$ cat config.mk
export PLATFORM = sky130hd
export DESIGN_NAME = tpf_reset_init
export DESIGN_NICKNAME = d
export VERILOG_FILES = /design/src/logic/tpf_pkg.sv /design/src/logic/tpf_edge_det.sv /design/src/logic/tpf_fifo_ptr.sv /design/src/logic/tpf_reset_init.sv
export VERILOG_INCLUDE_DIRS = /design/src /design/src/logic
export SDC_FILE = /design/constraint.sdc
export NUM_CORES = 1
export LEC_CHECK = 0
export BUFFER_PORTS_ARGS = -buffer_cell sky130_fd_sc_hd__buf_2
export CORE_MARGIN = 2
export CORE_UTILIZATION = 42
export DETAILED_ROUTE_END_ITERATION = 6
export SETUP_SLACK_MARGIN = 0.5
export SYNTH_ARGS = -nofsm -noshare
export SYNTH_HDL_FRONTEND = slang
export SYNTH_HIERARCHICAL = 1
export SYNTH_SLANG_ARGS = --single-unit
$ cat constraint.sdc
create_clock -name clk_i -period 9.59 [get_ports clk_i]
set_input_delay 1.918 -clock clk_i [delete_from_list [all_inputs] [get_ports clk_i]]
set_output_delay 1.918 -clock clk_i [all_outputs]
set_load 0.01 [all_outputs]
$ cat src/logic/tpf_consts.svh
// constants of the reset and initialisation block of the triple-port fifo
`ifndef TPF_CONSTS_SVH
`define TPF_CONSTS_SVH

// ***********************************************************************
// fifo geometry and flag offsets
// ***********************************************************************
`define TPF_DEPTH          7'h40
`define TPF_OFS_SEL_HH     5'h10
`define TPF_OFS_SEL_HL     5'h0C
`define TPF_OFS_SEL_LH     5'h08
`define TPF_OFS_SEL_LL     5'h04
`define TPF_OFS_RST        5'h04

// ***********************************************************************
// timing counts in port clock edges
// ***********************************************************************
`define TPF_FULL_EDGES     2'h2
`define TPF_RST_MIN_EDGES  3'h4

// ***********************************************************************
// reset values
// ***********************************************************************
`define TPF_PTR_RST        7'h00
`define TPF_EDGE_PREV_RST  1'b1
`define TPF_PIN_PREV_RST   1'b1
`define TPF_STATUS_RST     4'h0
`define TPF_ENABLE_RST     4'h0

// ***********************************************************************
// register offsets and event bit positions
// ***********************************************************************
`define TPF_REG_STATUS     4'h0
`define TPF_REG_CLEAR      4'h4
`define TPF_REG_ENABLE     4'h8
`define TPF_REG_FLAGS      4'hC
`define TPF_EV_RELEASE     0
`define TPF_EV_SHORT_RST   1
`define TPF_EV_EARLY_WR    2
`define TPF_EV_IGNORED     3

`endif

$ cat src/logic/tpf_pkg.sv
// types of the reset and initialisation block of the triple-port fifo
`default_nettype none
package tpf_pkg;

  typedef logic [6:0] tpf_ptr_t;
  typedef logic [4:0] tpf_offset_t;
  typedef logic [3:0] tpf_event_t;

  typedef struct packed {
    logic full_n;
    logic empty_n;
    logic almost_empty_n;
    logic almost_full_n;
  } tpf_flags_t;

  typedef enum logic [2:0] {
    ST_POWERUP  = 3'b001,
    ST_IN_RESET = 3'b010,
    ST_RUN      = 3'b100
  } tpf_rst_state_t;

endpackage

`default_nettype wire

$ cat src/logic/tpf_edge_det.sv
// rising edge detector for a port clock sampled by the system clock
`timescale 1ns/10ps
`default_nettype none
`include "tpf_consts.svh"

module tpf_edge_det (
  // clock and reset
  input  wire logic clk_i,
  input  wire logic srst_i,
  // sampled level and its rising edge
  input  wire logic sig_i,
  output var  logic rise_o
);

  logic prev;

  always_ff @(posedge clk_i) begin
    if (srst_i) begin
      prev <= `TPF_EDGE_PREV_RST;
    end else begin
      prev <= sig_i;
    end
  end

  assign rise_o = sig_i & ~prev;

endmodule // tpf_edge_det

`default_nettype wire

$ cat src/logic/tpf_fifo_ptr.sv
// pointers and status flags of one fifo, with reset initialisation
`timescale 1ns/10ps
`default_nettype none
`include "tpf_consts.svh"

module tpf_fifo_ptr import tpf_pkg::*; (
  // clock and resets
  input  wire logic        clk_i,
  input  wire logic        srst_i,
  input  wire logic        dev_rst_i,
  // write side
  input  wire logic        wr_edge_i,
  input  wire logic        wr_en_i,
  // read side
  input  wire logic        rd_edge_i,
  input  wire logic        rd_en_i,
  // flag offset
  input  wire tpf_offset_t offset_i,
  // state
  output var  tpf_ptr_t    wr_ptr_o,
  output var  tpf_ptr_t    rd_ptr_o,
  output var  tpf_flags_t  flags_o,
  output var  logic        wr_ignored_o,
  output var  logic        rd_ignored_o
);

  logic     wr_ok;
  logic     rd_ok;
  logic     init;
  logic [1:0] rel_cnt;
  tpf_ptr_t occ;
  tpf_ptr_t occ_wr;
  tpf_ptr_t occ_rd;
  tpf_ptr_t ofs_ext;

  assign init    = srst_i | dev_rst_i;
  assign ofs_ext = {2'h0, offset_i};
  assign occ     = tpf_ptr_t'(wr_ptr_o - rd_ptr_o);
  // no transfer while reset is held
  assign wr_ok   = wr_edge_i & wr_en_i & flags_o.full_n & ~dev_rst_i;
  assign rd_ok   = rd_edge_i & rd_en_i & flags_o.empty_n & ~dev_rst_i;
  assign occ_wr  = tpf_ptr_t'(occ + {6'h00, wr_ok});
  assign occ_rd  = tpf_ptr_t'(occ - {6'h00, rd_ok});
  assign wr_ignored_o = wr_edge_i & wr_en_i & ~flags_o.full_n & ~dev_rst_i;
  assign rd_ignored_o = rd_edge_i & rd_en_i & ~flags_o.empty_n & ~dev_rst_i;

  // ***********************************************************************
  // pointers
  // ***********************************************************************
  always_ff @(posedge clk_i) begin
    if (init) begin
      wr_ptr_o <= `TPF_PTR_RST;
    end else if (wr_ok) begin
      wr_ptr_o <= tpf_ptr_t'(wr_ptr_o + 7'h01);
    end
  end

  always_ff @(posedge clk_i) begin
    if (init) begin
      rd_ptr_o <= `TPF_PTR_RST;
    end else if (rd_ok) begin
      rd_ptr_o <= tpf_ptr_t'(rd_ptr_o + 7'h01);
    end
  end

  // ***********************************************************************
  // write side flags
  // ***********************************************************************
  always_ff @(posedge clk_i) begin
    if (init) begin
      rel_cnt <= 2'h0;
    end else if (wr_edge_i && rel_cnt != `TPF_FULL_EDGES) begin
      rel_cnt <= rel_cnt + 2'h1;
    end
  end

  always_ff @(posedge clk_i) begin
    if (init) begin
      flags_o.full_n        <= 1'b0;
      flags_o.almost_full_n <= 1'b1;
    end else if (wr_edge_i) begin
      // full stays low until the second write clock edge after release
      flags_o.full_n        <= (rel_cnt != 2'h0) && (occ_wr != `TPF_DEPTH);
      flags_o.almost_full_n <= tpf_ptr_t'(`TPF_DEPTH - occ_wr) > ofs_ext;
    end
  end

  // ***********************************************************************
  // read side flags
  // ***********************************************************************
  always_ff @(posedge clk_i) begin
    if (init) begin
      flags_o.empty_n        <= 1'b0;
      flags_o.almost_empty_n <= 1'b0;
    end else if (rd_edge_i) begin
      flags_o.empty_n        <= occ_rd != 7'h00;
      flags_o.almost_empty_n <= occ_rd > ofs_ext;
    end
  end
endmodule // tpf_fifo_ptr

`default_nettype wire

$ cat src/logic/tpf_reset_init.sv
// reset and initialisation logic of a triple-port fifo with two fifos
//
// Functional notes
// - reset pin may assert and release at any time, any clock phase
// - reset returns both pointers of both fifos to the first location
// - in reset full and empty flags low, almost-empty low, almost-full high
// - port A full flag goes high on second port A clock edge after release
// - port C full flag goes high on second port C clock edge after release
// - rising reset pin loads the flag offset from the two select inputs
// - selects high/high 16, high/low 12, low/high 8, low/low 4
// - empty flag low means nothing readable; reads then ignored
// - full flag low means no free location; writes then ignored
`timescale 1ns/10ps
`default_nettype none
`include "tpf_consts.svh"

module tpf_reset_init import tpf_pkg::*; (
  // clock and reset
  input  wire logic        clk_i,
  input  wire logic        srst_i,
  // device reset and offset selects
  input  wire logic        reset_n_i,
  input  wire logic        offset_select_0_i,
  input  wire logic        offset_select_1_i,
  // port clocks
  input  wire logic        port_a_clock_i,
  input  wire logic        port_b_clock_i,
  input  wire logic        port_c_clock_i,
  // port enables
  input  wire logic        port_a_chip_select_n_i,
  input  wire logic        port_a_write_select_i,
  input  wire logic        port_a_enable_i,
  input  wire logic        port_b_read_en_i,
  input  wire logic        port_c_write_en_i,
  // flags
  output var  logic        port_a_full_flag_n_o,
  output var  logic        port_c_full_flag_n_o,
  output var  logic        port_a_empty_flag_n_o,
  output var  logic        port_b_empty_flag_n_o,
  output var  logic        port_a_almost_empty_n_o,
  output var  logic        port_b_almost_empty_n_o,
  output var  logic        port_a_almost_full_n_o,
  output var  logic        port_c_almost_full_n_o,
  // fifo state
  output var  tpf_offset_t offset_o,
  output var  tpf_ptr_t    fifo1_wr_ptr_o,
  output var  tpf_ptr_t    fifo1_rd_ptr_o,
  output var  tpf_ptr_t    fifo2_wr_ptr_o,
  output var  tpf_ptr_t    fifo2_rd_ptr_o,
  // register port
  input  wire logic [3:0]  reg_addr_i,
  input  wire logic [31:0] reg_wdata_i,
  input  wire logic        reg_wr_i,
  input  wire logic        reg_rd_i,
  output var  logic [31:0] reg_rdata_o,
  output var  logic        irq_o
);

  // ***********************************************************************
  // reset pin and port clock edges
  // ***********************************************************************
  logic           dev_rst;
  logic           pin_prev;
  logic           rst_release;
  logic [2:0]     clk_lvl;
  logic [2:0]     edge_p;
  tpf_rst_state_t state;

  // reset pin acts as a level on every cycle, with no clock phase needed
  assign dev_rst       = ~reset_n_i;
  assign rst_release   = ~pin_prev & reset_n_i;
  assign clk_lvl       = {port_c_clock_i, port_b_clock_i, port_a_clock_i};

  always_ff @(posedge clk_i) begin
    if (srst_i) begin
      pin_prev <= `TPF_PIN_PREV_RST;
    end else begin
      pin_prev <= reset_n_i;
    end
  end

  tpf_edge_det u_edge_a (
    .clk_i  (clk_i),
    .srst_i (srst_i),
    .sig_i  (clk_lvl[0]),
    .rise_o (edge_p[0])
  );

  tpf_edge_det u_edge_b (
    .clk_i  (clk_i),
    .srst_i (srst_i),
    .sig_i  (clk_lvl[1]),
    .rise_o (edge_p[1])
  );

  tpf_edge_det u_edge_c (
    .clk_i  (clk_i),
    .srst_i (srst_i),
    .sig_i  (clk_lvl[2]),
    .rise_o (edge_p[2])
  );

  // ***********************************************************************
  // reset sequence state
  // ***********************************************************************
  always_ff @(posedge clk_i) begin
    if (srst_i) begin
      state <= ST_POWERUP;
    end else begin
      case (state)
        ST_POWERUP: begin
          if (dev_rst) begin
            state <= ST_IN_RESET;
          end
        end
        ST_IN_RESET: begin
          if (rst_release) begin
            state <= ST_RUN;
          end
        end
        ST_RUN: begin
          if (dev_rst) begin
            state <= ST_IN_RESET;
          end
        end
        default: begin
          state <= ST_POWERUP;
        end
      endcase
    end
  end

  // edges of each port clock seen while reset is held, saturating
  logic [2:0] rst_edges [3];
  logic       short_rst;

  for (genvar g = 0; g < 3; g++) begin : g_rst_edges
    always_ff @(posedge clk_i) begin
      if (srst_i || !dev_rst) begin
        rst_edges[g] <= 3'h0;
      end else if (edge_p[g] && rst_edges[g] != `TPF_RST_MIN_EDGES) begin
        rst_edges[g] <= rst_edges[g] + 3'h1;
      end
    end
  end

  // flags a release that came too early for one of the ports
  assign short_rst = rst_release && ((rst_edges[0] != `TPF_RST_MIN_EDGES)
                                    || (rst_edges[1] != `TPF_RST_MIN_EDGES)
                                    || (rst_edges[2] != `TPF_RST_MIN_EDGES));

  // ***********************************************************************
  // flag offset register
  // ***********************************************************************
  always_ff @(posedge clk_i) begin
    if (srst_i) begin
      offset_o <= `TPF_OFS_RST;
    end else if (rst_release) begin
      case ({offset_select_1_i, offset_select_0_i})
        2'b11:   offset_o <= `TPF_OFS_SEL_HH;
        2'b10:   offset_o <= `TPF_OFS_SEL_HL;
        2'b01:   offset_o <= `TPF_OFS_SEL_LH;
        default: offset_o <= `TPF_OFS_SEL_LL;
      endcase
    end
  end

  // ***********************************************************************
  // the two fifos
  // ***********************************************************************
  logic       a_wr_en;
  logic       a_rd_en;
  logic [3:0] ignored;
  tpf_flags_t f1_flags;
  tpf_flags_t f2_flags;

  assign a_wr_en = ~port_a_chip_select_n_i & port_a_write_select_i & port_a_enable_i;
  assign a_rd_en = ~port_a_chip_select_n_i & ~port_a_write_select_i & port_a_enable_i;

  // fifo1: port A writes, port B reads
  tpf_fifo_ptr u_fifo1 (
    .clk_i        (clk_i),
    .srst_i       (srst_i),
    .dev_rst_i    (dev_rst),
    .wr_edge_i    (edge_p[0]),
    .wr_en_i      (a_wr_en),
    .rd_edge_i    (edge_p[1]),
    .rd_en_i      (port_b_read_en_i),
    .offset_i     (offset_o),
    .wr_ptr_o     (fifo1_wr_ptr_o),
    .rd_ptr_o     (fifo1_rd_ptr_o),
    .flags_o      (f1_flags),
    .wr_ignored_o (ignored[0]),
    .rd_ignored_o (ignored[1])
  );

  // fifo2: port C writes, port A reads
  tpf_fifo_ptr u_fifo2 (
    .clk_i        (clk_i),
    .srst_i       (srst_i),
    .dev_rst_i    (dev_rst),
    .wr_edge_i    (edge_p[2]),
    .wr_en_i      (port_c_write_en_i),
    .rd_edge_i    (edge_p[0]),
    .rd_en_i      (a_rd_en),
    .offset_i     (offset_o),
    .wr_ptr_o     (fifo2_wr_ptr_o),
    .rd_ptr_o     (fifo2_rd_ptr_o),
    .flags_o      (f2_flags),
    .wr_ignored_o (ignored[2]),
    .rd_ignored_o (ignored[3])
  );

  assign port_a_full_flag_n_o    = f1_flags.full_n;
  assign port_a_almost_full_n_o  = f1_flags.almost_full_n;
  assign port_b_empty_flag_n_o   = f1_flags.empty_n;
  assign port_b_almost_empty_n_o = f1_flags.almost_empty_n;
  assign port_c_full_flag_n_o    = f2_flags.full_n;
  assign port_c_almost_full_n_o  = f2_flags.almost_full_n;
  assign port_a_empty_flag_n_o   = f2_flags.empty_n;
  assign port_a_almost_empty_n_o = f2_flags.almost_empty_n;

  // ***********************************************************************
  // events, status, enable and interrupt
  // ***********************************************************************
  tpf_event_t ev;
  tpf_event_t status;
  tpf_event_t enable;
  tpf_event_t clr_mask;
  tpf_event_t next_status;
  tpf_event_t next_enable;

  always_comb begin
    ev                    = 4'h0;
    ev[`TPF_EV_RELEASE]   = rst_release;
    ev[`TPF_EV_SHORT_RST] = short_rst;
    // write attempted before any device reset since the last system reset
    ev[`TPF_EV_EARLY_WR]  = (state == ST_POWERUP) && !dev_rst
                            && ((edge_p[0] && a_wr_en) || (edge_p[2] && port_c_write_en_i));
    ev[`TPF_EV_IGNORED]   = |ignored;
  end

  assign clr_mask    = (reg_wr_i && reg_addr_i == `TPF_REG_CLEAR) ? reg_wdata_i[3:0] : 4'h0;
  // a new event wins over a clear in the same cycle
  assign next_status = (status & ~clr_mask) | ev;
  assign next_enable = (reg_wr_i && reg_addr_i == `TPF_REG_ENABLE) ? reg_wdata_i[3:0] : enable;

  always_ff @(posedge clk_i) begin
    if (srst_i) begin
      status <= `TPF_STATUS_RST;
    end else begin
      status <= next_status;
    end
  end

  always_ff @(posedge clk_i) begin
    if (srst_i) begin
      enable <= `TPF_ENABLE_RST;
    end else begin
      enable <= next_enable;
    end
  end

  always_ff @(posedge clk_i) begin
    if (srst_i) begin
      irq_o <= 1'b0;
    end else begin
      irq_o <= |(next_status & next_enable);
    end
  end

  // ***********************************************************************
  // register read
  // ***********************************************************************
  always_ff @(posedge clk_i) begin
    if (srst_i || !reg_rd_i) begin
      reg_rdata_o <= 32'h0000_0000;
    end else begin
      case (reg_addr_i)
        `TPF_REG_STATUS: reg_rdata_o <= {28'h000_0000, status};
        `TPF_REG_ENABLE: reg_rdata_o <= {28'h000_0000, enable};
        `TPF_REG_FLAGS:  reg_rdata_o <= {16'h0000, state, offset_o, f1_flags, f2_flags};
        default:         reg_rdata_o <= 32'h0000_0000;
      endcase
    end
  end

  // ***********************************************************************
  // assertions
  // ***********************************************************************
  logic [1:0] a_rel;
  logic [1:0] c_rel;

  always_ff @(posedge clk_i) begin
    if (srst_i || dev_rst) begin
      a_rel <= 2'h0;
      c_rel <= 2'h0;
    end else begin
      if (edge_p[0] && a_rel != 2'h2) a_rel <= a_rel + 2'h1;
      if (edge_p[2] && c_rel != 2'h2) c_rel <= c_rel + 2'h1;
    end
  end
endmodule // tpf_reset_init

`default_nettype wire

### After elaboration in Yosys (flattened, before gate mapping)

Memory sizes are Yosys's and may differ from the RTL's.
Index checks and enable logic that the tools add are counted.

* memories: 1
* flip-flop bits (word level): 93
* output and inout port bits: 74
* bits in writable memories: 9

* equal/unequal tests: 18
* add/sub/neg operators: 17
* magnitude comparators: 4
* reduce and logical (&&, ||, !) cells: 29
* multiplexer cells: 21
* bitwise logic cells: 47

Memory list
* rst_edges: depth 3, bits a word 3, read ports 3, clocked after Yosys merged registers in 0, wr ports 3, RTL line tpf_reset_init.sv:134 `logic [2:0] rst_edges [3];`

Operators by type and width (number)
* $pmux 16 s3: 1
* $add 7x1->7 const B: 4
* $and 1x1->1: 28
* $gt 7x5->1: 4
* $mux 3: 5
* $pmux 5 s3: 1
* $add 7x1->7: 2
* $logic_and 1x1->1: 14
* $ne 7x7->1 const B: 2
* $reduce_bool 7->1: 2
* $sub 7x1->7: 2
* $sub 7x7->7: 2
* $sub 7x7->7 const A: 2
* $mux 1: 11
* $not 1->1: 11
* $add 3x1->3 const B: 3
* $ne 3x3->1 const B: 3
* $and 4x4->4: 2
* $eq 4x4->1 const B: 2
* $mux 4: 2
* $ne 2x2->1 const B: 4
* $reduce_or 4->1: 2
* $pmux 3 s2: 1
* $logic_or 1x1->1: 5
* other kinds (15): 21

### Logic depth before layout (Yosys ltp)

Gate-level depths: netlist (run 1).

* word-level depth: 10
* mapped depth: 17
* mapped depth without buffers: 17

### Modules after synthesis

Netlist (run 1), hierarchy kept.

Modules (own cells, without submodules)
* tpf_reset_init: area each 1944.4 sq um, sequential area each 870.8 sq um, times used 1, cells an instance 202
* tpf_fifo_ptr (u_fifo1): area each 1908.1 sq um, sequential area each 400.4 sq um, times used 1, cells an instance 241
* tpf_fifo_ptr (u_fifo2): area each 1808.0 sq um, sequential area each 400.4 sq um, times used 1, cells an instance 220
* tpf_edge_det: area each 32.5 sq um, sequential area each 20.0 sq um, times used 3, cells an instance 3

### Least setup slack after synthesis (run 1)

Ideal clock, no wire load.

* kind: input to register
* start: in port_a_clock_i
* end: reg u_fifo1/flags_o[0] in the netlist's numbering
* stages: 17
* data arrival time: 5197 ps
* setup slack: 4264 ps
* setup time: 129 ps
* path through: nor2b_1 nand3_1 nor2_1 ha_1 ha_1 inv_1 ha_1 xnor2_1 xnor2_1 ha_1 o21a_1 o21a_1 o21a_1 o22ai_1 nand3_1 a211oi_1 a31oi_1

* word-level cells in the longest chain between the ends: 7

Ends and longest elaborated chain
* from (decl): RTL line tpf_reset_init.sv:26 `input wire logic port_a_clock_i,`
* $and 1x1->1: RTL line tpf_edge_det.sv:25 `assign rise_o = sig_i & ~prev;`
* $and 1x1->1 (3 in a row): RTL line tpf_fifo_ptr.sv:40 `assign wr_ok = wr_edge_i & wr_en_i & flags_o.full_n & ~dev_rst_i;`
* via u_fifo1.wr_ok: RTL line tpf_fifo_ptr.sv:27 `logic wr_ok;`
* $add 7x1->7: RTL line tpf_fifo_ptr.sv:42 `assign occ_wr = tpf_ptr_t'(occ + {6'h00, wr_ok});`
* $sub 7x7->7 (no line)
* $gt 7x5->1: RTL line tpf_fifo_ptr.sv:84 `` flags_o.almost_full_n <= tpf_ptr_t'(`TPF_DEPTH - occ_wr) > ofs_ext; ``
* to (decl): RTL line tpf_fifo_ptr.sv:22 `output var tpf_flags_t flags_o,`

The timed path passes the listed nets, and every way through them passes these cells.
A chain may end at the register's enable or synchronous reset.

### Final worst setup path (run 1)

* start: in port_c_clock_i
* end: reg u_fifo2/flags_o[0] in the netlist's numbering

* word-level cells in the longest chain between the ends: 7

Ends and longest elaborated chain
* from (decl): RTL line tpf_reset_init.sv:28 `input wire logic port_c_clock_i,`
* $and 1x1->1: RTL line tpf_edge_det.sv:25
* via edge_p[2]: RTL line tpf_reset_init.sv:66 `logic [2:0] edge_p;`
* $and 1x1->1 (3 in a row): RTL line tpf_fifo_ptr.sv:40
* via u_fifo2.wr_ok: RTL line tpf_fifo_ptr.sv:27
* $add 7x1->7: RTL line tpf_fifo_ptr.sv:42
* $sub 7x7->7 (no line)
* $gt 7x5->1: RTL line tpf_fifo_ptr.sv:84
* to (decl): RTL line tpf_fifo_ptr.sv:22

The timed path passes the listed nets, and every way through them passes these cells.

==> run_summary.xml, run 1 <==
<?xml version="1.0" encoding="UTF-8"?>
<metrics>
  <group name="timing">
    <metric name="tightestPinTransition" unit="ns">1.182</metric>
    <metric name="fin_setup_tns" unit="ns">0</metric>
    <metric name="timing.final.hold_violations" unit="">0</metric>
    <metric name="maxClockFrequency" unit="MHz">187.9</metric>
    <metric name="timing.hold.ws" unit="ns">0.5043</metric>
    <metric name="rsz_0062_raised_after_global_routing" unit="">no</metric>
    <metric name="fin_crit_sh" unit="%">55.50</metric>
    <metric name="pins_over_their_slew_limit" unit="">0</metric>
    <metric name="max-slew-margin-rel" unit="%">21.03</metric>
    <metric name="final.setup_skew" unit="ns">0.006500</metric>
    <metric name="final_worst_setup_slack" unit="ns">4.268</metric>
    <metric name="setup-violations-final" unit="">0</metric>
    <metric name="minimum_clock_period" unit="ns">5.322</metric>
  </group>
  <group name="synth">
    <metric name="netlist_instances" unit="">672</metric>
    <metric name="synth-main-ff-cell" unit="">sky130_fd_sc_hd__dfxtp_1</metric>
    <metric name="distinct_cell_type_count_after_synthesis" unit="">81</metric>
    <metric name="netlist_area_before_placement" unit="µm²">5758</metric>
    <metric name="synth_seq_area_share" unit="%">30.07</metric>
    <metric name="ys_async_sr_fraction" unit="%">0</metric>
    <metric name="postSynthRegisterBits" unit="">82</metric>
    <metric name="synth-edff-count" unit="">9</metric>
    <metric name="synth_area_per_cell" unit="µm²">8.568</metric>
    <metric name="yosys_warnings" unit="">6</metric>
  </group>
  <group name="drt">
    <metric name="initialDrtViolationCount" unit="">367</metric>
    <metric name="antenna_violating_nets_post_route" unit="">0</metric>
    <metric name="drt-vias-per-instance" unit="">5.214</metric>
    <metric name="drc" unit="">0</metric>
    <metric name="routed_wire_length_per_instance" unit="µm">14.67</metric>
    <metric name="drt-total-wl" unit="µm">13680</metric>
    <metric name="drtPass1Iterations" unit="">5</metric>
    <metric name="vias" unit="">4859</metric>
  </group>
  <group name="critical_path">
    <metric name="timing.critical_path.slowest_cell_delay" unit="ns">0.59</metric>
    <metric name="worstPathCellList" unit="">buf_2 &gt; nor2b_1 &gt; nand2_1 &gt; nor3b_1 &gt; ha_1 &gt; ha_1 &gt; inv_1 &gt; ha_1 &gt; nand2_1 &gt; a211oi_1 &gt; xor2_1 &gt; ha_1 &gt; nand2_1 &gt; o22ai_1 &gt; a21oi_1 &gt; nor3b_1 &gt; a31oi_1</metric>
    <metric name="crit_required" unit="ns">9.82</metric>
    <metric name="cp_data_arrival_time" unit="ns">5.55</metric>
    <metric name="crit_slowest_cell" unit="">sky130_fd_sc_hd__nor2b_1</metric>
    <metric name="path_common_cell" unit="">sky130_fd_sc_hd__ha_1</metric>
    <metric name="setup.worst_path.end_class" unit="">register</metric>
    <metric name="path_max_fanout" unit="">11</metric>
    <metric name="timing.setup.critical_path_class" unit="">in -&gt; reg</metric>
    <metric name="start_of_the_worst_register_to_register_path" unit="">u_edge_c/prev</metric>
    <metric name="cp-start-kind" unit="">input port</metric>
    <metric name="timing.critical_path.from" unit="">port_c_clock_i</metric>
  </group>
  <group name="clocking">
    <metric name="numCtsBuffers" unit="">9</metric>
    <metric name="htree_num_levels" unit="">3</metric>
    <metric name="post_cts.repair.setup_buffers" unit="">0</metric>
    <metric name="clockBufferDepth" unit="">2</metric>
    <metric name="clock_tree_from_tritoncts" unit="">built</metric>
    <metric name="clk_pin_slew" unit="ns">0.06</metric>
    <metric name="hold_buffers" unit="">0</metric>
    <metric name="postCtsResizedCells" unit="">0</metric>
    <metric name="clkLatencyLatePin" unit="ns">0.35</metric>
    <metric name="cts-root-buf" unit="">sky130_fd_sc_hd__clkbuf_16</metric>
    <metric name="cts.sinks" unit="">82</metric>
  </group>
  <group name="flow_run">
    <metric name="max-cap-violations" unit="">0</metric>
  </group>
  <group name="finish">
    <metric name="layout.core_utilization" unit="%">49.20</metric>
    <metric name="most_frequent_standard_cell_in_the_layout_excluding_fill_and_tap_cells" unit="">sky130_fd_sc_hd__nor2_1</metric>
    <metric name="finish.instance_area" unit="µm²">6541</metric>
    <metric name="synthToLayoutAreaGrowth" unit="%">13.60</metric>
    <metric name="finalNetCount" unit="">864</metric>
    <metric name="instances_no_fill" unit="">932</metric>
    <metric name="post_route_cells_drive_above_1_share" unit="%">15.87</metric>
    <metric name="sequential_cell_area" unit="µm²">1732</metric>
    <metric name="multi_input_comb_area" unit="µm²">3697</metric>
    <metric name="fillCellCount" unit="">1292</metric>
    <metric name="mostFrequentLayoutCells" unit="">sky130_fd_sc_hd__nor2_1 (77), sky130_fd_sc_hd__buf_2 (76), sky130_fd_sc_hd__dfxtp_1 (73)</metric>
    <metric name="antenna-diode-count" unit="">0</metric>
  </group>
  <group name="global_route">
    <metric name="grt_pass1_vias" unit="">4749</metric>
    <metric name="wire_length_of_the_first_global_routing_pass" unit="µm">22620</metric>
    <metric name="use_met3" unit="%">3.712</metric>
    <metric name="antenna_found_initial" unit="">0</metric>
    <metric name="grt_use_met2" unit="%">32.23</metric>
    <metric name="met1_resource_use_gr" unit="%">24.63</metric>
    <metric name="track_usage" unit="%">19.36</metric>
    <metric name="gr_peak_layer" unit="">met2</metric>
    <metric name="grt_start_max_net_pins" unit="">24</metric>
    <metric name="grt_overflow" unit="">0</metric>
  </group>
  <group name="placement">
    <metric name="dp_slack" unit="ns">3.894</metric>
    <metric name="place_area" unit="µm²">6240</metric>
    <metric name="globalplace.congestion" unit="">0.8975</metric>
    <metric name="dp_hpwl" unit="µm">10410</metric>
    <metric name="placed_cells_incl_taps" unit="">917</metric>
    <metric name="io_buffers" unit="">76</metric>
  </group>
  <group name="die">
    <metric name="floorplan.die_area" unit="µm²">14660</metric>
    <metric name="initial_core_util" unit="%">43.31</metric>
    <metric name="placeableCoreArea" unit="µm²">13300</metric>
    <metric name="floorplan.die.height" unit="µm">121.1</metric>
    <metric name="dieWidth" unit="µm">121.1</metric>
    <metric name="floorplan.io_pins" unit="">125</metric>
    <metric name="placement_rows" unit="">42</metric>
  </group>
  <group name="pwr">
    <metric name="p_per_area" unit="nW/µm²">117.8</metric>
    <metric name="total_leakage_power" unit="nW">2.937</metric>
    <metric name="vdd_ir_drop_max" unit="V">0.00008862</metric>
    <metric name="power" unit="mW">0.7706</metric>
  </group>
  <group name="status">
    <metric name="run_status" unit="">finished clean</metric>
  </group>
  <group name="worst_hold_path">
    <metric name="hold_class" unit="">reg -&gt; reg</metric>
    <metric name="holdCritStartpoint" unit="">u_fifo1/flags_o[1]</metric>
  </group>
</metrics>
-- synthesized netlist by cell type, types with 2 or more instances --
library cell	count	area, µm²
sky130_fd_sc_hd__nand2b_1	10	62.56
sky130_fd_sc_hd__or3_1	5	31.28
sky130_fd_sc_hd__nor3_1	16	80.08
sky130_fd_sc_hd__a211oi_1	3	22.52
sky130_fd_sc_hd__o21a_1	5	37.54
sky130_fd_sc_hd__clkbuf_1	6	22.52
sky130_fd_sc_hd__a21boi_0	4	30.03
sky130_fd_sc_hd__dfxtp_1	73	1461
sky130_fd_sc_hd__a31oi_1	9	56.30
sky130_fd_sc_hd__mux2_2	4	45.04
sky130_fd_sc_hd__nor4b_1	2	17.52
sky130_fd_sc_hd__nand2_1	43	161.4
sky130_fd_sc_hd__o2111a_1	3	33.78
sky130_fd_sc_hd__xor2_1	22	192.7
sky130_fd_sc_hd__nor2b_1	21	131.4
sky130_fd_sc_hd__or2_1	5	31.28
sky130_fd_sc_hd__nor2_1	77	289.0
sky130_fd_sc_hd__or4_1	3	22.52
sky130_fd_sc_hd__o21ba_2	4	40.04
sky130_fd_sc_hd__a21oi_1	17	85.08
sky130_fd_sc_hd__o21ai_0	15	75.07
sky130_fd_sc_hd__nand4_1	8	50.05
sky130_fd_sc_hd__nor3b_1	7	52.55
sky130_fd_sc_hd__ha_1	59	738.2
sky130_fd_sc_hd__and4_1	4	35.03
sky130_fd_sc_hd__edfxtp_1	9	270.3
sky130_fd_sc_hd__mux2i_1	12	120.1
sky130_fd_sc_hd__xnor2_1	33	289.0
sky130_fd_sc_hd__a311oi_1	2	17.52
sky130_fd_sc_hd__and3_1	8	50.05
sky130_fd_sc_hd__nor4_1	5	31.28
sky130_fd_sc_hd__or2_2	3	18.77
sky130_fd_sc_hd__buf_2	2	10.01
sky130_fd_sc_hd__buf_4	23	172.7
sky130_fd_sc_hd__inv_1	53	198.9
sky130_fd_sc_hd__and2_1	13	81.33
sky130_fd_sc_hd__a22oi_1	4	30.03
sky130_fd_sc_hd__a21o_1	4	30.03
sky130_fd_sc_hd__nand3_1	23	115.1
sky130_fd_sc_hd__o22ai_1	11	68.82
sky130_fd_sc_hd__fa_1	2	40.04
-- cell families after synthesis --
group	count (synthesis)	synth area share, %
other	1	0.06513
flip-flops	82	30.07
multiplexers	16	2.868
XOR/XNOR	56	8.648
adder cells (fa/ha/maj)	61	13.52
AO/OA/AOI/OAI	101	12.99
buffers and inverters	87	7.345
AND/OR/NAND/NOR	268	24.49
-- sequential cells by signal, indices dropped and copies added, names as in the netlist, 2 cells and up --
name and flops:
u_fifo2/rd_ptr_o 7, u_fifo1/flags_o 4, status 4, state 3, u_fifo1/wr_ptr_o 7, offset_o 3
reg_rdata_o 14, rst_edges 9, u_fifo2/rel_cnt 2, u_fifo1/rd_ptr_o 7, enable 4, u_fifo1/rel_cnt 2
u_fifo2/flags_o 4, u_fifo2/wr_ptr_o 7
-- power breakdown --
| group | leakage, nW | internal, mW | total, mW | switching (mW) |
|---|---|---|---|---|
| logic | 2.10 | 0.0183 | 0.0504 | 0.0320 |
| clock network | 0.147 | 0.225 | 0.363 | 0.138 |
| registers | 0.692 | 0.352 | 0.357 | 0.00450 |
| total | 2.94 | 0.596 | 0.771 | 0.174 |
-- cell type report --
cell class	count	area share, %
Inverter	54	3.099
Sequential cell	82	26.47
Clock buffer	11	3.558
Multi-Input combinational cell	528	56.52
Timing Repair Buffer	77	5.930
Clock inverter	4	1.052
Tap cell	176	3.366
-- metal layers --
| metal | vias to the layer above | part of all wire, % |
|---|---|---|
| met4 | 0 | 2.1 |
| li1 | 2449 | - |
| met1 | 2250 | 47 |
| met3 | 22 | 4.9 |
| met2 | 138 | 46 |
| met5 | - | 0 |
-- path summary, 6_finish.rpt --
path | slack (ns) | cells after the start | to
worst max-delay path | 4.27 | 17 | u_fifo2/flags_o[0]
worst min-delay path | 0.50 | 1 | reg_rdata_o[5]
worst max register to register | 5.66 | 16 | u_fifo2/flags_o[0]
worst min register to register | 0.50 | 1 | reg_rdata_o[5]
-- worst max-delay path, delay by kind of cell --
family	cells	cell delay, ns
compound gates	4	0.55
xor+xnor	1	0.11
fa+ha+maj	4	1.14
buf+inv	2	0.17
simple gates	6	1.65
Note: power is estimated with default switching activity, not from simulation.
==> run 2: changes to the inputs <==
--- a/config.mk
+++ b/config.mk
@@ -10,6 +10,7 @@
 export CORE_MARGIN = 2
 export CORE_UTILIZATION = 42
 export DETAILED_ROUTE_END_ITERATION = 6
+export PLACE_DENSITY = 0.67
 export SETUP_SLACK_MARGIN = 0.5
 export SYNTH_ARGS = -nofsm -noshare
 export SYNTH_HDL_FRONTEND = slang
==> constraint.sdc (replaced) <==
create_clock -name clk_i -period 4.5 [get_ports clk_i]
set_input_delay 0.9 -clock clk_i [delete_from_list [all_inputs] [get_ports clk_i]]
set_output_delay 0.9 -clock clk_i [all_outputs]
set_load 0.01 [all_outputs]
==> run 2 against run 1 <==
Net effect: cell area increased by 1.1%; wire length is 7.3% lower; highest routed layer unchanged; critical path type unchanged; sequential share of layout area down 0.28 points; sequential cell count stayed put; setup slack lost 3.4 ns; largest power group unchanged; utilization increased by 0.56 points; clock skew rose by 0.0019 ns; register-to-register slack got worse by 4.8 ns.
==> run_summary.xml, run 2 (synthesized netlist as in run 1, its figures left out) <==
<?xml version="1.0" encoding="UTF-8"?>
<metrics>
  <group name="drt">
    <metric name="met2_length" unit="µm">5858</metric>
    <metric name="highest_metal_layer_with_signal_wires" unit="">met4</metric>
    <metric name="wirelength_met1" unit="µm">6101</metric>
    <metric name="drtPass1Iterations" unit="">5</metric>
    <metric name="route.met3.wl" unit="µm">565</metric>
    <metric name="initialDrtViolationCount" unit="">249</metric>
    <metric name="drc" unit="">0</metric>
    <metric name="routed_wire_length_per_instance" unit="µm">13.50</metric>
    <metric name="drt-vias-per-instance" unit="">5.077</metric>
    <metric name="drt-total-wl" unit="µm">12670</metric>
    <metric name="vias" unit="">4767</metric>
    <metric name="antenna_violating_nets_post_route" unit="">0</metric>
  </group>
  <group name="timing">
    <metric name="final.setup_skew" unit="ns">0.008357</metric>
    <metric name="maxClockFrequency" unit="MHz">274.2</metric>
    <metric name="setup-violations-final" unit="">0</metric>
    <metric name="max-slew-margin-rel" unit="%">22.28</metric>
    <metric name="pins_over_their_slew_limit" unit="">0</metric>
    <metric name="tightestPinTransition" unit="ns">1.163</metric>
    <metric name="rsz_0062_raised_after_global_routing" unit="">no</metric>
    <metric name="fin_crit_sh" unit="%">81.03</metric>
    <metric name="timing.final.hold_violations" unit="">0</metric>
    <metric name="fin_setup_tns" unit="ns">0</metric>
    <metric name="minimum_clock_period" unit="ns">3.646</metric>
  </group>
  <group name="placement">
    <metric name="globalplace.congestion" unit="">0.8332</metric>
    <metric name="io_buffers" unit="">76</metric>
    <metric name="dp_hpwl" unit="µm">9699</metric>
  </group>
  <group name="critical_path">
    <metric name="worstSetupEndpoint" unit="">u_fifo1/flags_o[0]</metric>
    <metric name="timing.critical_path.from" unit="">port_a_chip_select_n_i</metric>
    <metric name="path_max_fanout" unit="">3</metric>
    <metric name="setup.worst_path.end_class" unit="">register</metric>
    <metric name="r2r_setup_slack" unit="ns">0.91</metric>
    <metric name="start_of_the_worst_register_to_register_path" unit="">u_fifo1/wr_ptr_o[0]</metric>
    <metric name="cp_data_arrival_time" unit="ns">3.88</metric>
    <metric name="worstReg2RegEnd" unit="">u_fifo1/flags_o[0]</metric>
    <metric name="crit_required" unit="ns">4.73</metric>
    <metric name="worstRegToRegCells" unit="">17</metric>
    <metric name="cp-start-kind" unit="">input port</metric>
    <metric name="timing.setup.critical_path_class" unit="">in -&gt; reg</metric>
  </group>
  <group name="worst_hold_path">
    <metric name="hold_class" unit="">reg -&gt; reg</metric>
  </group>
  <group name="clocking">
    <metric name="post_cts.repair.setup_buffers" unit="">0</metric>
    <metric name="numCtsBuffers" unit="">9</metric>
    <metric name="clk_pin_slew" unit="ns">0.07</metric>
    <metric name="clockBufferDepth" unit="">2</metric>
    <metric name="clock_tree_from_tritoncts" unit="">built</metric>
    <metric name="cts.sinks" unit="">82</metric>
    <metric name="cts-root-buf" unit="">sky130_fd_sc_hd__clkbuf_16</metric>
    <metric name="clkLatencyLatePin" unit="ns">0.35</metric>
    <metric name="postCtsResizedCells" unit="">0</metric>
    <metric name="htree_num_levels" unit="">3</metric>
    <metric name="hold_buffers" unit="">0</metric>
  </group>
  <group name="pwr">
    <metric name="total_leakage_power" unit="nW">2.979</metric>
    <metric name="vdd_ir_drop_max" unit="V">0.0001722</metric>
    <metric name="p_per_area" unit="nW/µm²">248.1</metric>
    <metric name="power" unit="mW">1.641</metric>
  </group>
  <group name="global_route">
    <metric name="track_usage" unit="%">17.79</metric>
    <metric name="grt_overflow" unit="">0</metric>
    <metric name="antenna_found_initial" unit="">0</metric>
    <metric name="grt_pass1_vias" unit="">4449</metric>
    <metric name="wire_length_of_the_first_global_routing_pass" unit="µm">20930</metric>
    <metric name="grt_start_max_net_pins" unit="">24</metric>
  </group>
  <group name="status">
    <metric name="run_status" unit="">finished clean</metric>
  </group>
  <group name="finish">
    <metric name="reg.largest.list" unit="">reg_rdata_o (14), rst_edges (9)</metric>
    <metric name="finalNetCount" unit="">870</metric>
    <metric name="post_route_cells_drive_above_1_share" unit="%">17.69</metric>
    <metric name="regMostFlops" unit="">reg_rdata_o</metric>
    <metric name="antenna-diode-count" unit="">0</metric>
    <metric name="mostFrequentLayoutCells" unit="">sky130_fd_sc_hd__nor2_1 (76), sky130_fd_sc_hd__buf_2 (76), sky130_fd_sc_hd__dfxtp_1 (72)</metric>
    <metric name="largest_reg_flops" unit="">14</metric>
    <metric name="synthToLayoutAreaGrowth" unit="%">14.88</metric>
  </group>
  <group name="die">
    <metric name="floorplan.die_area" unit="µm²">14660</metric>
    <metric name="dieWidth" unit="µm">121.1</metric>
    <metric name="placement_rows" unit="">42</metric>
    <metric name="placeableCoreArea" unit="µm²">13300</metric>
    <metric name="floorplan.die.height" unit="µm">121.1</metric>
    <metric name="initial_core_util" unit="%">43.31</metric>
    <metric name="floorplan.io_pins" unit="">125</metric>
  </group>
  <group name="flow_run">
    <metric name="max-cap-violations" unit="">0</metric>
  </group>
</metrics>
-- run 2: layout make-up --
class	count	area (µm²)
fillers	1294	6680
well taps	176	220.2
multi-input cells	528	3715
flip-flops and latches	82	1733
clock inverters	5	58.81
repair buffers	83	432.9
clock buffers	11	252.7
inverters	54	202.7
-- run 2: critical path, cell delays in order --
cell and delay [ns]:
sky130_fd_sc_hd__buf_2 0.11, sky130_fd_sc_hd__and3b_1 0.24, sky130_fd_sc_hd__nand3_2 0.16, sky130_fd_sc_hd__nor2_2 0.18
sky130_fd_sc_hd__ha_1 0.20, sky130_fd_sc_hd__ha_1 0.26, sky130_fd_sc_hd__nor2_1 0.17, sky130_fd_sc_hd__and3_1 0.20
sky130_fd_sc_hd__o21ai_0 0.07, sky130_fd_sc_hd__o21ai_0 0.13, sky130_fd_sc_hd__xnor2_1 0.17, sky130_fd_sc_hd__ha_1 0.28
sky130_fd_sc_hd__o21a_1 0.11, sky130_fd_sc_hd__o21a_1 0.16, sky130_fd_sc_hd__o22ai_1 0.12, sky130_fd_sc_hd__nand3_1 0.10
sky130_fd_sc_hd__a211oi_1 0.22, sky130_fd_sc_hd__a31oi_1 0.10
-- run 2: per-layer routing --
metal	GRT usage, %	up-vias
met1	23.15	2176
met4	5.015	0
met5	0	-
met2	29.71	116
li1	-	2462
met3	3.759	13
-- run 2: how the worst min path moves through the flow --
| stage | end | cells after the start | slack, ns | start |
|---|---|---|---|---|
| after CTS | reg_rdata_o[4] | 1 | 0.50 | u_fifo1/flags_o[0] |
| final | reg_rdata_o[4] | 1 | 0.49 | u_fifo1/flags_o[0] |
| after global routing | reg_rdata_o[5] | 1 | 0.51 | u_fifo1/flags_o[1] |
| after floorplan | reg_rdata_o[3] | 2 | 0.47 | status[3] |
| after detailed placement | reg_rdata_o[4] | 1 | 0.48 | u_fifo1/flags_o[0] |
| after global placement | reg_rdata_o[4] | 1 | 0.47 | u_fifo1/flags_o[0] |
-- run 2: per-stage QoR --
step	utilization [%]	setup slack, ns	hold slack, ns	instances	instance area (µm²)
detailed placement	47.33	0.3821	0.4832	923	6292
global placement	47.33	0.4113	0.4694	923	6292
finish	49.76	0.8537	0.4869	939	6615
CTS	49.67	0.7405	0.4985	939	6604
floorplan	-	0.6536	0.4654	697	5859
global route	49.76	0.5264	0.5107	939	6615
-- run 2: power by group --
group	internal (mW)	switching, mW	leakage [nW]
Sequential	0.751	0.00966	0.692
Combinational	0.0403	0.0671	2.13
Clock	0.462	0.310	0.156
Total	1.25	0.387	2.98
==> run 3: changes to the inputs <==
--- a/config.mk
+++ b/config.mk
@@ -10,7 +10,6 @@
 export CORE_MARGIN = 2
 export CORE_UTILIZATION = 42
 export DETAILED_ROUTE_END_ITERATION = 6
-export PLACE_DENSITY = 0.67
 export SETUP_SLACK_MARGIN = 0.5
 export SYNTH_ARGS = -nofsm -noshare
 export SYNTH_HDL_FRONTEND = slang
==> constraint.sdc (replaced) <==
create_clock -name clk_i -period 3.4 [get_ports clk_i]
set_input_delay 0.68 -clock clk_i [delete_from_list [all_inputs] [get_ports clk_i]]
set_output_delay 0.68 -clock clk_i [all_outputs]
set_load 0.01 [all_outputs]
==> run 3 against run 2 <==
Net effect: setup slack worse by 0.72 ns; via count increased by 5.8%; utilization grew 5.1 points.
==> run_summary.xml, run 3 (synthesized netlist as in run 1, its figures left out) <==
<?xml version="1.0" encoding="UTF-8"?>
<metrics>
  <group name="die">
    <metric name="initial_core_util" unit="%">43.31</metric>
    <metric name="dieWidth" unit="µm">121.1</metric>
    <metric name="floorplan.die.height" unit="µm">121.1</metric>
    <metric name="placeableCoreArea" unit="µm²">13300</metric>
    <metric name="floorplan.die_area" unit="µm²">14660</metric>
    <metric name="floorplan.io_pins" unit="">125</metric>
    <metric name="placement_rows" unit="">42</metric>
  </group>
  <group name="pwr">
    <metric name="power" unit="mW">2.075</metric>
    <metric name="total_leakage_power" unit="nW">3.244</metric>
    <metric name="power.share.clock" unit="%">43.6</metric>
    <metric name="vdd_ir_drop_max" unit="V">0.0002711</metric>
    <metric name="p_per_area" unit="nW/µm²">284.6</metric>
    <metric name="combinationalPowerShare" unit="%">7.8</metric>
    <metric name="seq_power_share" unit="%">48.6</metric>
    <metric name="power.net_switching" unit="mW">0.5199</metric>
    <metric name="p_sw_share" unit="%">25.06</metric>
    <metric name="cellInternalPower" unit="mW">1.555</metric>
  </group>
  <group name="finish">
    <metric name="post_route_cells_drive_above_1_share" unit="%">28.47</metric>
    <metric name="most_frequent_standard_cell_in_the_layout_excluding_fill_and_tap_cells" unit="">sky130_fd_sc_hd__buf_2</metric>
    <metric name="mostFrequentLayoutCells" unit="">sky130_fd_sc_hd__buf_2 (76), sky130_fd_sc_hd__nor2_1 (73), sky130_fd_sc_hd__dfxtp_1 (68)</metric>
    <metric name="finish.instance_area" unit="µm²">7289</metric>
    <metric name="antenna-diode-count" unit="">0</metric>
    <metric name="synthToLayoutAreaGrowth" unit="%">26.60</metric>
    <metric name="finalNetCount" unit="">915</metric>
    <metric name="fillCellCount" unit="">1214</metric>
    <metric name="layout.core_utilization" unit="%">54.83</metric>
    <metric name="regMostFlops" unit="">reg_rdata_o</metric>
    <metric name="largest_reg_flops" unit="">14</metric>
    <metric name="reg.largest.list" unit="">reg_rdata_o (14), rst_edges (9)</metric>
    <metric name="instances_no_fill" unit="">984</metric>
  </group>
  <group name="clocking">
    <metric name="clock_tree_from_tritoncts" unit="">built</metric>
    <metric name="cts-root-buf" unit="">sky130_fd_sc_hd__clkbuf_16</metric>
    <metric name="htree_num_levels" unit="">3</metric>
    <metric name="clkLatencyLatePin" unit="ns">0.35</metric>
    <metric name="cts.sinks" unit="">82</metric>
    <metric name="clockBufferDepth" unit="">2</metric>
    <metric name="clk_pin_slew" unit="ns">0.07</metric>
    <metric name="numCtsBuffers" unit="">9</metric>
  </group>
  <group name="drt">
    <metric name="highest_metal_layer_with_signal_wires" unit="">met4</metric>
    <metric name="antenna_violating_nets_post_route" unit="">0</metric>
    <metric name="drc" unit="">0</metric>
    <metric name="initialDrtViolationCount" unit="">388</metric>
    <metric name="drt-total-wl" unit="µm">14190</metric>
    <metric name="drtPass1Iterations" unit="">5</metric>
    <metric name="wirelength_met1" unit="µm">6573</metric>
    <metric name="route.met3.wl" unit="µm">737</metric>
    <metric name="routed_wire_length_per_instance" unit="µm">14.42</metric>
    <metric name="met2_length" unit="µm">6519</metric>
    <metric name="drt-vias-per-instance" unit="">5.126</metric>
    <metric name="vias" unit="">5044</metric>
  </group>
  <group name="critical_path">
    <metric name="timing.setup.critical_path_class" unit="">reg -&gt; reg</metric>
    <metric name="cp-start-kind" unit="">register</metric>
    <metric name="crit_required" unit="ns">3.63</metric>
    <metric name="path_max_fanout" unit="">3</metric>
    <metric name="cp_data_arrival_time" unit="ns">3.50</metric>
    <metric name="setup.worst_path.end_class" unit="">register</metric>
  </group>
  <group name="global_route">
    <metric name="wire_length_of_the_first_global_routing_pass" unit="µm">22980</metric>
    <metric name="grt_pass1_vias" unit="">4829</metric>
    <metric name="grt_overflow" unit="">0</metric>
    <metric name="track_usage" unit="%">19.70</metric>
    <metric name="grt_start_max_net_pins" unit="">24</metric>
    <metric name="antenna_found_initial" unit="">0</metric>
  </group>
  <group name="placement">
    <metric name="dp_slack" unit="ns">-0.1795</metric>
    <metric name="place_area" unit="µm²">6656</metric>
    <metric name="globalplace.congestion" unit="">0.8438</metric>
    <metric name="io_buffers" unit="">76</metric>
    <metric name="dp_hpwl" unit="µm">10830</metric>
    <metric name="placed_cells_incl_taps" unit="">953</metric>
  </group>
  <group name="timing">
    <metric name="fin_setup_tns" unit="ns">0</metric>
    <metric name="final.setup_skew" unit="ns">0.008869</metric>
    <metric name="final_worst_setup_slack" unit="ns">0.1347</metric>
    <metric name="setup-violations-final" unit="">0</metric>
    <metric name="minimum_clock_period" unit="ns">3.265</metric>
    <metric name="timing.final.hold_violations" unit="">0</metric>
    <metric name="maxClockFrequency" unit="MHz">306.2</metric>
    <metric name="tightestPinTransition" unit="ns">0.5942</metric>
    <metric name="fin_crit_sh" unit="%">96.04</metric>
    <metric name="max-slew-margin-rel" unit="%">60.39</metric>
    <metric name="rsz_0062_raised_after_global_routing" unit="">yes</metric>
    <metric name="timing.hold.ws" unit="ns">0.4874</metric>
    <metric name="pins_over_their_slew_limit" unit="">0</metric>
  </group>
  <group name="status">
    <metric name="run_status" unit="">finished clean</metric>
  </group>
  <group name="worst_hold_path">
    <metric name="hold_class" unit="">reg -&gt; reg</metric>
  </group>
  <group name="flow_run">
    <metric name="max-cap-violations" unit="">0</metric>
  </group>
</metrics>
[run 3: cell count changes in the layout (fill, tap and decap cells not counted), moves of 4 or more]
cell	delta
sky130_fd_sc_hd__inv_2	+5
sky130_fd_sc_hd__dfxtp_2	+4
sky130_fd_sc_hd__inv_1	-7
sky130_fd_sc_hd__ha_1	-10
sky130_fd_sc_hd__xnor2_1	-6
sky130_fd_sc_hd__ha_4	+9
sky130_fd_sc_hd__buf_4	+42
sky130_fd_sc_hd__dfxtp_1	-4
[run 3: layout make-up]
cell class,count,area [µm²],share of cell area (%)
Clock inverter,6,40.04,0.5493
Timing Repair Buffer,128,790.8,10.85
Inverter,54,207.7,2.849
Multi-Input combinational cell,528,4064,55.75
Sequential cell,82,1738,23.84
Clock buffer,10,229.0,3.141
Tap cell,176,220.2,3.021
[run 3: critical path: stages (launching register included)]
cell and delay, ns:
sky130_fd_sc_hd__dfxtp_2 0.33, sky130_fd_sc_hd__inv_2 0.05, sky130_fd_sc_hd__ha_4 0.16, sky130_fd_sc_hd__fa_1 0.57, sky130_fd_sc_hd__inv_2 0.06, sky130_fd_sc_hd__ha_4 0.28
sky130_fd_sc_hd__inv_2 0.04, sky130_fd_sc_hd__ha_4 0.16, sky130_fd_sc_hd__xnor2_2 0.17, sky130_fd_sc_hd__xnor2_1 0.15, sky130_fd_sc_hd__ha_1 0.27, sky130_fd_sc_hd__o21a_1 0.11
sky130_fd_sc_hd__o21a_1 0.16, sky130_fd_sc_hd__o21a_1 0.17, sky130_fd_sc_hd__o22ai_2 0.13, sky130_fd_sc_hd__nand3_2 0.10, sky130_fd_sc_hd__a211oi_2 0.15, sky130_fd_sc_hd__a31oi_1 0.10
[run 3: path summary, 6_finish.rpt]
path	slack, ns	startpoint	endpoint	cells after the start
max	0.13	u_fifo1/wr_ptr_o[0]	u_fifo1/flags_o[0]	17
min reg2reg	0.49	u_fifo1/flags_o[0]	reg_rdata_o[4]	1
min	0.49	u_fifo1/flags_o[0]	reg_rdata_o[4]	1
max reg2reg	0.13	u_fifo1/wr_ptr_o[0]	u_fifo1/flags_o[0]	17
[run 3: power groups by stage]
stage / sequential [mW] / combinational (mW) / clock [mW]
after global routing: 1.01 / 0.183 / 0.968
after detailed placement: 1.03 / 0.151 / 0
final: 1.01 / 0.162 / 0.905
after floorplan: 1.03 / 0.116 / 0
after global placement: 1.03 / 0.145 / 0
after CTS: 1.01 / 0.153 / 0.935
[run 3: what timing repair did]
item	CTS	global route
endpoints found under the setup margin	3	6
hold buffers	0	0
pin swaps	9	16
buffers inserted	3	12
gates resized for setup	8	45
gates cloned	0	0
[run 3: routing by layer]
metal | vias up | track usage, %
li1 | 2551 | -
met4 | 0 | 7.703
met3 | 34 | 4.464
met2 | 139 | 31.85
met1 | 2320 | 25.45
met5 | - | 0
